File: src/hw/ccpm_pkg.sv
// Shared constants for the capture/compare/PWM unit
package ccpm_pkg;
  // Register bus geometry
  localparam int ADDR_W = 4;
  localparam int DATA_W = 8;
  // Register addresses
  localparam logic [3:0] ADR_CONTROL  = 4'h0;
  localparam logic [3:0] ADR_VALUE_LO = 4'h1;
  localparam logic [3:0] ADR_VALUE_HI = 4'h2;
  localparam logic [3:0] ADR_STATUS   = 4'h3;
  // Control register fields
  localparam int CTL_W       = 6;
  localparam int MODE_LSB    = 0;
  localparam int MODE_MSB    = 3;
  localparam int DUTY_LO_LSB = 4;
  localparam int DUTY_LO_MSB = 5;
  localparam logic [5:0] CTL_RESET = 6'h00;
  // Status register fields
  localparam int STS_FLAG_BIT = 0;
  // Value register and PWM duty widths
  localparam int VAL_W  = 16;
  localparam int DUTY_W = 10;
  localparam logic [15:0] VAL_RESET = 16'h0000;
  // Mode codes
  localparam logic [3:0] MODE_OFF      = 4'h0;
  localparam logic [3:0] MODE_RSV1     = 4'h1;
  localparam logic [3:0] MODE_TOGGLE   = 4'h2;
  localparam logic [3:0] MODE_RSV3     = 4'h3;
  localparam logic [3:0] MODE_CAP_FALL = 4'h4;
  localparam logic [3:0] MODE_CAP_RISE = 4'h5;
  localparam logic [3:0] MODE_CAP_4    = 4'h6;
  localparam logic [3:0] MODE_CAP_16   = 4'h7;
  localparam logic [3:0] MODE_SET_HI   = 4'h8;
  localparam logic [3:0] MODE_SET_LO   = 4'h9;
  localparam logic [3:0] MODE_SOFT     = 4'hA;
  localparam logic [3:0] MODE_TRIG     = 4'hB;
  // Edge prescaler selections and their final counts
  localparam logic [1:0] DIV_1  = 2'h0;
  localparam logic [1:0] DIV_4  = 2'h1;
  localparam logic [1:0] DIV_16 = 2'h2;
  localparam logic [3:0] LAST_1  = 4'h0;
  localparam logic [3:0] LAST_4  = 4'h3;
  localparam logic [3:0] LAST_16 = 4'hF;
  // Operating class, one-hot
  typedef enum logic [3:0] {
    CLS_OFF = 4'b0001,
    CLS_CAP = 4'b0010,
    CLS_CMP = 4'b0100,
    CLS_PWM = 4'b1000
  } ccpm_class_e;
endpackage : ccpm_pkg

File: src/hw/ccpm_prescaler.sv
// Edge prescaler: passes one qualifying edge in 1, 4 or 16
`timescale 1ns/100ps
module ccpm_prescaler
  import ccpm_pkg::*;
(
  input  wire logic       clk,
  input  wire logic       arst_n,
  input  wire logic       clear,
  input  wire logic       edge_in,
  input  wire logic [1:0] div_sel,
  output logic            fire
);
  typedef struct packed {
    logic [3:0] cnt;
  } ccpm_psc_s;

  ccpm_psc_s  st_r;
  ccpm_psc_s  st_nxt;
  logic [3:0] last;

  // Final count of the selected ratio
  always_comb begin
    case (div_sel)
      DIV_4:   last = LAST_4;
      DIV_16:  last = LAST_16;
      default: last = LAST_1;
    endcase
  end

  // Combinational so the capture lands with its own edge
  assign fire = edge_in && (st_r.cnt == last);

  // Count edges; clear drops any partial count
  always_comb begin
    st_nxt = st_r;
    if (clear) begin
      st_nxt.cnt = 4'h0;
    end else if (fire) begin
      st_nxt.cnt = 4'h0;
    end else if (edge_in) begin
      st_nxt.cnt = st_r.cnt + 4'h1;
    end
  end

  always_ff @(posedge clk or negedge arst_n) begin
    if (!arst_n) begin
      st_r <= '0;
    end else begin
      st_r <= st_nxt;
    end
  end
endmodule : ccpm_prescaler

File: src/hw/ccpm_unit.sv
// Capture/compare/PWM unit with its register port
`timescale 1ns/100ps
module ccpm_unit
  import ccpm_pkg::*;
(
  input  wire logic              MCLK,
  input  wire logic              ARST_N,
  input  wire logic [ADDR_W-1:0] REG_ADDR,
  input  wire logic [DATA_W-1:0] REG_WDATA,
  input  wire logic              REG_WR,
  input  wire logic              REG_RD,
  output logic      [DATA_W-1:0] REG_RDATA,
  input  wire logic [VAL_W-1:0]  TIMER_COUNT,
  input  wire logic              PIN_IN,
  output logic                   PIN_OUT,
  output logic                   PIN_OE_N,
  output logic                   EVENT_FLAG,
  output logic                   SPECIAL_TRIG
);
  typedef struct packed {
    logic [CTL_W-1:0]  ctl;
    logic [VAL_W-1:0]  val;
    logic              flag;
    logic [1:0]        sync;
    logic              pin_d;
    logic              match_d;
    logic [DUTY_W-1:0] duty;
    logic              pin_out;
    logic              oe_n;
    logic              trig;
    logic [3:0]        mode_d;
    logic [DATA_W-1:0] rdata;
  } ccpm_state_s;

  ccpm_state_s st_r;
  ccpm_state_s st_nxt;
  logic [3:0]  mode;
  ccpm_class_e cls;
  logic        rise;
  logic        fall;
  logic        edge_q;
  logic        fire;
  logic        psc_clear;
  logic [1:0]  div_sel;
  logic        hit;
  logic        match_now;
  logic        entry;

  // Decode a mode code into its operating class
  function automatic ccpm_class_e mode_class(input logic [3:0] m);
    case (m)
      MODE_TOGGLE, MODE_SET_HI, MODE_SET_LO, MODE_SOFT, MODE_TRIG:
        mode_class = CLS_CMP;
      MODE_CAP_FALL, MODE_CAP_RISE, MODE_CAP_4, MODE_CAP_16:
        mode_class = CLS_CAP;
      MODE_OFF, MODE_RSV1, MODE_RSV3:
        mode_class = CLS_OFF;
      default:
        mode_class = CLS_PWM;
    endcase
  endfunction : mode_class

  assign mode  = st_r.ctl[MODE_MSB:MODE_LSB];
  assign cls   = mode_class(mode);
  assign entry = (mode != st_r.mode_d);

  // Edges seen on the second synchroniser stage only
  assign rise = st_r.sync[1] && !st_r.pin_d;
  assign fall = !st_r.sync[1] && st_r.pin_d;

  // Pick the qualifying edge and prescale ratio
  always_comb begin
    edge_q  = 1'b0;
    div_sel = DIV_1;
    case (mode)
      MODE_CAP_FALL: edge_q = fall;
      MODE_CAP_RISE: edge_q = rise;
      MODE_CAP_4: begin
        edge_q  = rise;
        div_sel = DIV_4;
      end
      MODE_CAP_16: begin
        edge_q  = rise;
        div_sel = DIV_16;
      end
      default: edge_q = 1'b0;
    endcase
  end

  // Any mode change restarts the prescaler count
  assign psc_clear = entry || (cls != CLS_CAP);

  ccpm_prescaler ccpm_prescaler_inst (
    .clk     (MCLK),
    .arst_n  (ARST_N),
    .clear   (psc_clear),
    .edge_in (edge_q),
    .div_sel (div_sel),
    .fire    (fire)
  );

  // One hit per match episode, not one per cycle of equality
  assign match_now = (cls == CLS_CMP) && (TIMER_COUNT == st_r.val);
  assign hit       = match_now && !st_r.match_d;

  // Next-state logic for the whole unit
  always_comb begin
    st_nxt         = st_r;
    st_nxt.sync    = {st_r.sync[0], PIN_IN};
    st_nxt.pin_d   = st_r.sync[1];
    st_nxt.mode_d  = mode;
    st_nxt.trig    = 1'b0;
    st_nxt.rdata   = '0;
    st_nxt.match_d = match_now;

    // Software writes
    if (REG_WR) begin
      case (REG_ADDR)
        ADR_CONTROL:  st_nxt.ctl = REG_WDATA[CTL_W-1:0];
        ADR_VALUE_LO: st_nxt.val[DATA_W-1:0] = REG_WDATA;
        ADR_VALUE_HI: st_nxt.val[VAL_W-1:DATA_W] = REG_WDATA;
        ADR_STATUS: begin
          if (REG_WDATA[STS_FLAG_BIT]) begin
            st_nxt.flag = 1'b0;
          end
        end
        default: st_nxt.ctl = st_nxt.ctl;
      endcase
    end

    // Mode behaviour; hardware sets win over software clears
    case (cls)
      CLS_OFF: begin
        st_nxt.pin_out = 1'b0;
        st_nxt.oe_n    = 1'b1;
        st_nxt.duty    = '0;
      end
      CLS_CAP: begin
        st_nxt.oe_n = 1'b1;
        if (fire) begin
          st_nxt.val  = TIMER_COUNT;
          st_nxt.flag = 1'b1;
        end
      end
      CLS_CMP: begin
        case (mode)
          MODE_TOGGLE: begin
            st_nxt.oe_n = 1'b0;
            if (hit) begin
              st_nxt.pin_out = !st_r.pin_out;
            end
          end
          MODE_SET_HI: begin
            st_nxt.oe_n = 1'b0;
            if (entry) begin
              st_nxt.pin_out = 1'b0;
            end else if (hit) begin
              st_nxt.pin_out = 1'b1;
            end
          end
          MODE_SET_LO: begin
            st_nxt.oe_n = 1'b0;
            if (entry) begin
              st_nxt.pin_out = 1'b1;
            end else if (hit) begin
              st_nxt.pin_out = 1'b0;
            end
          end
          MODE_TRIG: begin
            st_nxt.oe_n = 1'b1;
            st_nxt.trig = hit;
          end
          default: st_nxt.oe_n = 1'b1;
        endcase
        if (hit) begin
          st_nxt.flag = 1'b1;
        end
      end
      default: begin
        // Duty reloads at period start to avoid glitched pulses
        st_nxt.oe_n = 1'b0;
        if (TIMER_COUNT[DUTY_W-1:0] == '0) begin
          st_nxt.duty = {st_r.val[DATA_W-1:0],
                         st_r.ctl[DUTY_LO_MSB:DUTY_LO_LSB]};
        end
        st_nxt.pin_out = (TIMER_COUNT[DUTY_W-1:0] < st_r.duty);
      end
    endcase

    // Read data for the next cycle; unmapped reads return zero
    if (REG_RD) begin
      case (REG_ADDR)
        ADR_CONTROL:  st_nxt.rdata = {2'h0, st_r.ctl};
        ADR_VALUE_LO: st_nxt.rdata = st_r.val[DATA_W-1:0];
        ADR_VALUE_HI: st_nxt.rdata = st_r.val[VAL_W-1:DATA_W];
        ADR_STATUS:   st_nxt.rdata = {7'h00, st_r.flag};
        default:      st_nxt.rdata = '0;
      endcase
    end
  end

  // State register
  always_ff @(posedge MCLK or negedge ARST_N) begin
    if (!ARST_N) begin
      st_r        <= '0;
      st_r.ctl    <= CTL_RESET;
      st_r.val    <= VAL_RESET;
      st_r.oe_n   <= 1'b1;
    end else begin
      st_r <= st_nxt;
    end
  end

  assign REG_RDATA    = st_r.rdata;
  assign PIN_OUT      = st_r.pin_out;
  assign PIN_OE_N     = st_r.oe_n;
  assign EVENT_FLAG   = st_r.flag;
  assign SPECIAL_TRIG = st_r.trig;

  // Checks on the unit's outputs and on its internal capture signals
  a_ctl_top_zero: assert property (
    @(posedge MCLK) disable iff (!ARST_N)
    REG_RD && REG_ADDR == ADR_CONTROL |=> REG_RDATA[7:6] == 2'h0)
    else $error("control top bits not zero");

  a_disable_release: assert property (
    @(posedge MCLK) disable iff (!ARST_N)
    mode == MODE_OFF |=> PIN_OE_N && !PIN_OUT)
    else $error("disabled unit still drives pin");

  a_toggle_pin: assert property (
    @(posedge MCLK) disable iff (!ARST_N)
    mode == MODE_TOGGLE && hit |=> PIN_OUT != $past(PIN_OUT)
      && EVENT_FLAG)
    else $error("toggle match did not toggle pin");

  a_fall_capture: assert property (
    @(posedge MCLK) disable iff (!ARST_N)
    mode == MODE_CAP_FALL && !entry && fall
      |=> st_r.val == $past(TIMER_COUNT) && EVENT_FLAG)
    else $error("falling edge not captured");

  a_rise_capture: assert property (
    @(posedge MCLK) disable iff (!ARST_N)
    mode == MODE_CAP_RISE && !entry && rise |-> fire)
    else $error("rising edge not captured");

  a_quad_skip: assert property (
    @(posedge MCLK) disable iff (!ARST_N)
    mode == MODE_CAP_4 && fire |=> !fire [*3])
    else $error("prescale four fired too soon");

  // Sixteen edges need far more than eight cycles at the synchroniser
  a_sixteen_skip: assert property (
    @(posedge MCLK) disable iff (!ARST_N)
    mode == MODE_CAP_16 && fire |=> !fire [*8])
    else $error("prescale sixteen fired too soon");

  a_set_high: assert property (
    @(posedge MCLK) disable iff (!ARST_N)
    mode == MODE_SET_HI && !entry && hit |=> PIN_OUT && !PIN_OE_N)
    else $error("match did not drive pin high");

  a_set_low: assert property (
    @(posedge MCLK) disable iff (!ARST_N)
    mode == MODE_SET_LO && entry |=> PIN_OUT ##1 1'b1)
    else $error("entry did not drive pin high");

  a_soft_release: assert property (
    @(posedge MCLK) disable iff (!ARST_N)
    mode == MODE_SOFT && hit |=> PIN_OE_N && EVENT_FLAG)
    else $error("soft compare drove pin or missed flag");

  a_trig_pulse: assert property (
    @(posedge MCLK) disable iff (!ARST_N)
    mode == MODE_TRIG && hit |=> SPECIAL_TRIG ##1 !SPECIAL_TRIG)
    else $error("special trigger not a single pulse");

  a_pwm_level: assert property (
    @(posedge MCLK) disable iff (!ARST_N)
    cls == CLS_PWM && TIMER_COUNT[DUTY_W-1:0] < st_r.duty
      |=> PIN_OUT)
    else $error("PWM output low inside duty");

  a_pwm_drive: assert property (
    @(posedge MCLK) disable iff (!ARST_N)
    cls == CLS_PWM |=> !PIN_OE_N)
    else $error("PWM mode left pin undriven");

  // Reserved codes must behave exactly like the disabled code
  a_reserved_off: assert property (
    @(posedge MCLK) disable iff (!ARST_N)
    (mode == MODE_RSV1 || mode == MODE_RSV3) |=> PIN_OE_N && !PIN_OUT)
    else $error("reserved mode drove pin");

  a_flag_sticky: assert property (
    @(posedge MCLK) disable iff (!ARST_N)
    EVENT_FLAG && !(REG_WR && REG_ADDR == ADR_STATUS
      && REG_WDATA[STS_FLAG_BIT]) |=> EVENT_FLAG)
    else $error("event flag dropped without a clear");
endmodule : ccpm_unit

File: config.mk
export PLATFORM = sky130hd
export DESIGN_NAME = ccpm_unit
export DESIGN_NICKNAME = d
export VERILOG_FILES = /design/src/hw/ccpm_pkg.sv /design/src/hw/ccpm_prescaler.sv /design/src/hw/ccpm_unit.sv
export SDC_FILE = /design/constraint.sdc
export NUM_CORES = 1
export LEC_CHECK = 0
export BUFFER_PORTS_ARGS = -buffer_cell sky130_fd_sc_hd__buf_2
export CORE_ASPECT_RATIO = 0.5
export CORE_UTILIZATION = 30
export CTS_BUF_LIST = sky130_fd_sc_hd__clkbuf_4 sky130_fd_sc_hd__clkbuf_8
export CTS_CLUSTER_SIZE = 16
export DETAILED_ROUTE_END_ITERATION = 6
export GPL_ROUTABILITY_DRIVEN = 0
export SYNTH_ARGS = -nofsm -noshare
export SYNTH_HDL_FRONTEND = slang
export SYNTH_SLANG_ARGS = --single-unit
File: constraint.sdc
create_clock -name MCLK -period 3.6 [get_ports MCLK]
set_input_delay 0.18 -clock MCLK [delete_from_list [all_inputs] [get_ports MCLK]]
set_output_delay 0.18 -clock MCLK [all_outputs]
set_load 0.01 [all_outputs]
Yosys cells after proc, flatten, opt, wreduce, memory -nomap -nowiden
Memories as Yosys holds them, arrays and structs flattened.
Index checks and enable logic that the tools add are counted.
{ "classes": {"add_sub_neg": 1, "bitwise_logic": 2, "magnitude_cmp": 1, "muxes": 30, "eq_ne": 24, "n_reduce_logical": 21} }
{ "op_table": {"columns": ["operator", "n"], "rows": [
  ["two-way mux 17 bit", 2],
  ["one-hot mux 8 bit (4 select lines)", 1],
  ["two-way mux 8 bit", 3],
  ["equality test 4 x 3 -> 1 bit (second input constant)", 5],
  ["one-hot mux 10 bit (2 select lines)", 1],
  ["equality test 16 bit", 1],
  ["equality test 4 x 2 -> 1 bit (second input constant)", 4],
  ["two-way mux 16 bit", 1],
  ["equality test 4 bit (second input constant)", 3],
  ["two-way mux 4 bit", 3],
  ["two-way mux 1 bit", 11],
  ["zero test 10 bit", 1],
  ["< comparator 10 bit", 1],
  ["two-way mux 10 bit", 1],
  ["equality test 4 x 1 -> 1 bit (second input constant)", 2],
  ["!= test 4 bit (second input constant)", 2],
  ["one-hot mux 4 bit (2 select lines)", 1],
  ["one-hot mux 1 bit (2 select lines)", 3],
  ["one-hot mux 1 bit (3 select lines)", 2],
  ["OR reduction 3 bit", 2],
  ["logical AND 1 bit", 5],
  ["AND reduction 5 bit", 1],
  ["adder 4 x 1 -> 4 bit (second input constant)", 1],
  ["equality test 4 bit", 1],
  ["15 further kinds", 21]
]} }
{ "word_totals": {"memories": 1, "inputBits": 33, "reg_bits": 56, "romBits": 64, "output_inout_bits": 12, "word_cells": 93} }
{ "memory_table": {"columns": ["memory", "words", "word_bits", "read_ports", "rd_ports_with_merged_regs", "write_ports", "line", "rtl"], "rows": [
  ["(name not given)", 16, 4, 1, 0, 0, "ccpm_unit.sv:51", "case (m)"]
]} }

Longest topological paths before layout
Gate-level depths: netlist (run 1).
{ "logic_depth": {"depth_word": 8, "ltp_mapped": 11, "depth_no_buf": 8} }

Modules after synthesis
Synthesis (run 1) repeated with hierarchy kept, for this count alone.
{ "unflattened": {"hier_cells": 302, "hier_area_um2": 3108.0} }
{ "modules_own_cells": {"columns": ["mod", "seq_area_each_um2", "cells_each", "instances", "area_per_inst_um2"], "rows": [
  ["ccpm_unit", 1302.5, 272, 1, 2825.2],
  ["ccpm_prescaler", 100.1, 30, 1, 282.8]
]} }

Worst setup path after synthesis (run 1)
No wires, ideal clock.
{ "synth_timing": {"kind": "register -> register", "start": "reg st_r, in the netlist mode[2]", "end": "reg st_r[34] (netlist bit)", "required_time_ns": 3.473, "path_slack_ns": 1.325, "path_stages_with_launch": 10, "n_path_buf": 2, "setup_time_ns": 0.127, "synth_period_minus_slack_ns": 2.275, "arrival_time_ns": 2.148, "path_cell_list": "dfrtp_1 > nor2b_1 > and3_1 > ha_1 > or3b_2 > a22oi_1 > and3_1 > buf_4 > buf_2 > o21ai_0"} }
{ "synth_rtl": {"columns": ["item", "line", "rtl"], "rows": [
  ["from (decl)", "ccpm_unit.sv:35", "ccpm_state_s st_r;"],
  ["from (signal assigned)", "ccpm_unit.sv:210", "st_r <= st_nxt;"]
]} }

==> metrics.txt, run 1 <==
CTS root buffer clkbuf_8; final setup TNS 0 ps; Gate power share 0.268; pwr dens 539.9 mW/mm2; CP endpoint kind flip-flop; via count 2259; WL final 7229 um; IO Pins 45; DRT Pass-1 Iters 4; Synth Cell Area 0.003050 mm2; DR WL/cell 15.38 um; CP max stage delay 590 ps; Switch Pwr 0.6570 mW; Post-Synthesis Cells 297; fraction of layout instances using a drive strength above 1 0.2030; Buf/Inv on CP 1; CTS max path bufs 2; Final Hold Vio Count 0; synth unique cells 46; Synth area leader dfrtp_1; cell family with most CP delay simple AND/OR/NAND/NOR gates; Hold Path Class input port to flip-flop; starting density of the core 0.3156; Slew Limit Headroom 0.4919; XOR/XNOR Fraction of Synth Area 0.06604; Pleak 1.609 nW; result of the run finished clean; simple logic cell fraction of the synthesized area 0.1559; DIE WIDTH 144.6 um; Die H 73.30 um; cell area after layout 0.003471 mm2; max cap viols 0; WS Path Type flip-flop to flip-flop; first-pass GRT wire length 11450 um; Ys Warns 0; Synth top area share 0.4512; Slew Limit Fails 0; Final Setup Violations 0; Core Area 0.009666 mm2; total CTS buffers 5; VDD IR max 0.1719 mV; gr ovfl total 0; CTS Sinks 56; Total Power 1.874 mW; H-tree depth 2; FMAX 362.9 MHz; FP Rows 25; crit share post-route 0.7654; largest family of logic cells by synthesized area simple AND/OR/NAND/NOR gates; # placed instances 460; Cell Int Power 1.217 mW; largest net degree at the start of global routing 36; dominant synthesized flop cell dfrtp_1; WP data arrival 2940 ps; CP Max Fanout 35; fin nets 378; vias in the first global route 2105; floorplan die area 0.01060 mm2; CTS tree built; worst path cell trace nor2b_1 > nand2_1 > ha_1 > or3b_2 > a22oi_1 > and3_1 > buf_4 > o21ai_0; antenna-violating nets left 0; Tot GR Track Use 0.1451; post-synthesis mux area share 0.09434; Clk Latency, worst-skew pair 320 ps; post-DP HPWL 5438 um; antenna violations before repair 0; number of synthesized flops with an enable pin 0; syn_area_per_cell 10.27 um2; Area growth syn-to-layout 13.78%; Avg Vias per Cell 4.806; FFs w/ async S/R, synth 1.000; top cells by count, synth 55 x dfrtp_1, 26 x nand2_1, 24 x nor2_1; PortBufs 44; CP startpoint kind flip-flop; post-synthesis sequential area ratio 0.4598; RSZ-0062 raised after global routing false; top cells by area, synth dfrtp_1 45%, mux2i_1 7.2%, ha_1 4.5%; switching portion of total power 0.3506; cell area after placement 0.003339 mm2; Worst-Margin Slew 759.3 ps; Worst Path Required 3780 ps; Flop pwr share 0.508; Syn Nets 341; clock slew at reported path FFs 100 ps; Tmin final 2755 ps; Clk pwr share 0.224; Critical Path Slowest Stage Cell dfrtp_1; count leader, synth dfrtp_1; Synth Register Bits 56; compound-gate portion of the synthesized area 0.1214; Synth Area in Adders 0.04512; drt first-iter violations 189; antenna cells 0; DRC violations left 0; clock skew 11.93 ps; Final Non-Filler Cells 470
layout by cell type (no fill, tap or decap), types with 10 or more instances in the layout:
master,n
inv_1,14
a22o_1,10
xor2_1,14
mux2i_1,22
nor2_1,24
nand2_1,26
dfrtp_1,55
buf_2,44
a21oi_1,10
o21ai_0,21
ha_1,11
flip-flops by register name, indices dropped and copies added (netlist names):
| signal | flops |
|---|---|
| mode | 4 |
| REG_RDATA | 8 |
| ccpm_prescaler_inst.st_r | 4 |
| st_r | 34 |
| PIN_OUT | 1 |
| SPECIAL_TRIG | 1 |
| PIN_OE_N | 1 |
| EVENT_FLAG | 1 |
| st_nxt | 2 |
layer usage:
metal | share of wire | global-route usage | wire length (um) | vias to the layer above
met4 | 0.0094 | 0.03509 | 68 | 0
met2 | 0.44 | 0.2174 | 3170 | 63
met1 | 0.49 | 0.2129 | 3527 | 1078
met3 | 0.064 | 0.02999 | 463 | 7
met5 | 0 | 0 | 0 | -
li1 | - | - | - | 1111
power by group through the flow:
stage / sequential (mW) / combinational (mW) / clock [mW]
2_1_floorplan: 0.889 / 0.396 / 0
3_3_place_gp: 0.958 / 0.490 / 0
3_5_place_dp: 0.959 / 0.501 / 0
4_1_cts: 0.947 / 0.504 / 0.431
5_1_grt: 0.971 / 0.567 / 0.457
6_report: 0.952 / 0.503 / 0.420
worst reg2reg max path, stage by stage, from the launching register on:
cell and delay, ps:
dfrtp_1 590, nor2b_1 330, nand2_1 90, ha_1 300, or3b_2 440, a22oi_1 230, and3_1 190, buf_4 310
o21ai_0 160
timing repair:
item                                   CTS  global route
gates resized for setup                  0             0
buffers inserted                         0             0
endpoints found under the hold margin   24             0
hold buffers                             2             0
cell type report:
| cell class | instances | area, um2 |
|---|---|---|
| fillers | 949 | 6195 |
| multi-input cells | 208 | 1473 |
| clock inverters | 3 | 42.54 |
| well taps | 135 | 168.9 |
| repair buffers | 49 | 262.8 |
| flip-flops and latches | 56 | 1403 |
| inverters | 14 | 52.55 |
| clock buffers | 5 | 68.82 |
path summary, 6_finish.rpt:
kind | startpoint | end | slack (ps) | cells past startpoint
max | mode[2]$_DFFE_PN0P_ | st_r[30]$_DFF_PN0_ | 840 | 8
min | TIMER_COUNT[12] | st_r[42]$_DFF_PN0_ | 90 | 3
max reg2reg | mode[2]$_DFFE_PN0P_ | st_r[30]$_DFF_PN0_ | 840 | 8
min reg2reg | st_nxt[28]$_DFF_PN0_ | st_nxt[26]$_DFF_PN0_ | 360 | 0
max in group asynchronous | ARST_N | PIN_OE_N$_DFF_PN1_ | 2370 | 3
min in group asynchronous | ARST_N | st_nxt[28]$_DFF_PN0_ | 370 | 2
through the flow:
step	setup WS, ps	util	hold WS (ps)
global route	609.1	0.3591	87.88
finish	844.7	0.3591	85.06
global placement	963.9	0.3455	191.1
detailed placement	850.7	0.3455	192.7
CTS	826.8	0.3591	80.16
floorplan	1325	-	-115.6
kinds of logic (layout without fill, tap and decap cells):
logic type,Yosys count,count (layout)
AND/OR/NAND/NOR,90,90
adder cells (fa/ha/maj),11,11
AO/OA/AOI/OAI,57,57
XOR/XNOR,23,23
multiplexers,27,27
buffers and inverters,33,71
flip-flops,56,56
No activity file was read; power rests on OpenSTA's default activity.
==> run 2, diff against run 1 <==
- ABC_AREA: default -> 1
- clock period: 3.6 -> 2.4 ns (I/O delays scaled with it)
==> metrics.txt, run 2 <==
result of the run finished clean; starting density of the core 0.3155 (about the same); cell area after layout 0.003741 mm2 (+7.8%); antenna violations before repair 0 (unchanged); crit share post-route 0.9117 (+0.1464); commonest non-fill, non-tap cell in the layout nand2_1; total CTS buffers 5 (unchanged); Synth Register Bits 56 (unchanged); worst setup margin 211.8 ps (-632.9 ps); Slew Limit Headroom 0.4539 (-0.03807); cell mode on critical path nand2_1; vias in the first global route 2756 (+31%); fraction of layout instances using a drive strength above 1 0.1649 (-0.03806); final setup TNS 0 ps (unchanged); DR WL/cell 13.83 um (-10%); synth unique cells 33 (-28%); cell area after placement 0.003575 mm2 (+7.0%); WL final 8558 um (+18%); WS Path Type flip-flop to flip-flop; post-synthesis sequential area ratio 0.4270 (-0.03276); Die H 75.99 um (+3.7%); top cells by count, synth 121 x nand2_1, 73 x inv_1, 55 x dfrtp_1; antenna-violating nets left 0 (unchanged); H-tree depth 2 (unchanged); DIE WIDTH 150.0 um (+3.7%); CTS root buffer clkbuf_8; via count 2942 (+30%); Tot GR Track Use 0.1540 (+0.008867); count leader, synth nand2_1; antenna cells 0 (unchanged); Tmin final 2188 ps (-567.1 ps); Sequential Area 0.001403 mm2 (unchanged); CP startpoint kind flip-flop; PortBufs 44 (unchanged); Post-Synthesis Cells 436 (+47%); Synth Cell Area 0.003284 mm2 (+7.7%); DRC violations left 0 (unchanged); Critical Path Slowest Stage Cell dfrtp_1; Synth top area share 0.4190 (-0.03214); clock slew at reported path FFs 110 ps (about the same); floorplan die area 0.01140 mm2 (+7.5%); CP endpoint kind flip-flop; Filler cells 1137 (+20%); clock skew 9.634 ps (-2.300 ps); worst path cell trace inv_2 > nand2_1 > inv_1 > nand2_1 > ha_1 > nand3b_1 > a21oi_4 > buf_4 > nand2_4 > a31oi_1; Syn Nets 480 (+41%); DRT Pass-1 Iters 5 (+1); fin nets 522 (+38%); Final Util 0.3594 (about the same); WP data arrival 2440 ps (-500 ps); CTS tree built; Slew Limit Fails 0 (unchanged); CTS Sinks 56 (unchanged); Core Area 0.01041 mm2 (+7.7%); max reg flops 34 (unchanged); FMAX 457.0 MHz (+26%); top cells by area, synth dfrtp_1 42%, nand2_1 14%, inv_1 8.3%; gr ovfl total 0 (unchanged); post-place setup slack 148.6 ps (-702.2 ps); hold slack 48.14 ps (-36.91 ps); CP max stage delay 450 ps (-140 ps); Synth area leader dfrtp_1; number of synthesized flops with an enable pin 0 (unchanged); first-pass GRT wire length 13580 um (+19%); most flop-heavy register st_r; Area growth syn-to-layout 13.90%; Worst-Margin Slew 814.3 ps (+55.01 ps); Avg Vias per Cell 4.753 (-1.1%); RSZ-0062 raised after global routing false; Ys Warns 0 (unchanged); commonest non-fill, non-tap cells in the layout 121 x nand2_1, 72 x inv_1, 55 x dfrtp_1; Final Hold Vio Count 0 (unchanged); FFs w/ async S/R, synth 1.000 (unchanged); post-DP HPWL 6243 um (+15%); CP Max Fanout 17 (-51%); IO Pins 45 (unchanged); dominant synthesized flop cell dfrtp_1; FP Rows 26 (+4.0%); Final Setup Violations 0 (unchanged); multi-input combinational cell area 0.001476 mm2 (+0.26%); drt first-iter violations 222 (+17%); CTS max path bufs 2 (unchanged); syn_area_per_cell 7.533 um2 (-27%); Clk Latency, worst-skew pair 330 ps (about the same); max cap viols 0 (unchanged); Pleak 1.964 nW (+22%); Worst Path Required 2650 ps (-1130 ps); VDD IR max 0.1993 mV (+16%); largest net degree at the start of global routing 57 (+58%); Hold Path Class input port to flip-flop; pwr dens 808.1 mW/mm2 (+50%)
-- run 2: cell types whose count changed after synthesis, sizes merged, moves of 4 or more --
cell	before	now
nor3	5	9
xor2	14	0
a22o	10	0
nand3	4	21
clkbuf	5	0
mux2i	22	0
xnor2	9	5
nor2b	6	0
inv	14	78
nand2	26	124
o21ai	22	38
o22ai	0	14
nor2	24	32
-- run 2: cells by family after synthesis --
kind of cell	count (synthesis)	share of synthesized area
muxes	1	0.003428
AOI/OAI and AO/OA	74	0.1280
buffers and inverters	95	0.1303
DFF	56	0.4270
xor gates and xnor gates	5	0.01333
and+or+nand+nor	194	0.2560
adders and majority gates	11	0.04190
-- run 2: cell type report --
type | count | share of cell area
inverter | 78 | 0.07826
clock inverter | 3 | 0.01271
sequential | 56 | 0.3749
tap | 140 | 0.04682
multi-input combinational | 286 | 0.3946
clock buffer | 5 | 0.01839
timing repair buffer | 51 | 0.07425
-- run 2: final timing paths --
check	start	end	slack [ps]	depth (start not counted)
setup / recovery	mode[0]$_DFFE_PN0P_	st_r[33]$_DFF_PN0_	210	10
max in group asynchronous	ARST_N	st_r[26]$_DFF_PN0_	1450	3
hold reg to reg	st_nxt[28]$_DFF_PN0_	st_nxt[26]$_DFF_PN0_	380	0
min in group asynchronous	ARST_N	st_r[24]$_DFFE_PN0P_	450	3
setup reg to reg	mode[0]$_DFFE_PN0P_	st_r[33]$_DFF_PN0_	210	10
hold / removal	REG_RD	REG_RDATA[2]$_DFF_PN0_	50	3
-- run 2: power breakdown --
part / switching, mW / internal (mW)
clock network: 0.346 / 0.315
logic: 0.659 / 0.375
registers: 0.178 / 1.15
-- run 2: timing repair --
| action | 4_1_cts | 5_1_grt |
|---|---|---|
| gates resized for setup | 0 | 4 |
| setup buffers | 0 | 1 |
| hold buffers | 2 | 0 |
| endpoints found under the setup margin | 0 | 7 |
| hold endpoints to repair | 56 | 0 |
-- run 2: through the flow --
step           total power [mW]  cells
6_report                  3.023    619
5_1_grt                   3.244    619
4_1_cts                   3.004    617
3_5_place_dp              2.341    607
3_3_place_gp              2.326    607
2_1_floorplan             2.044    436
-- run 2: critical path: cells and delay by family, from the launching register on --
family | cells | cell delay, ps
simple gates | 4 | 520
flops | 1 | 450
compound gates | 2 | 420
buf+inv | 3 | 410
fa+ha+maj | 1 | 300
-- run 2: per-layer routing --
layer / GRT usage / vias to the layer above / routed length (um)
met2: 0.2477 / 71 / 3864
met3: 0.02395 / 9 / 518
met1: 0.2137 / 1388 / 4080
met4: 0.04343 / 0 / 95
li1: - / 1474 / -
met5: 0 / - / 0
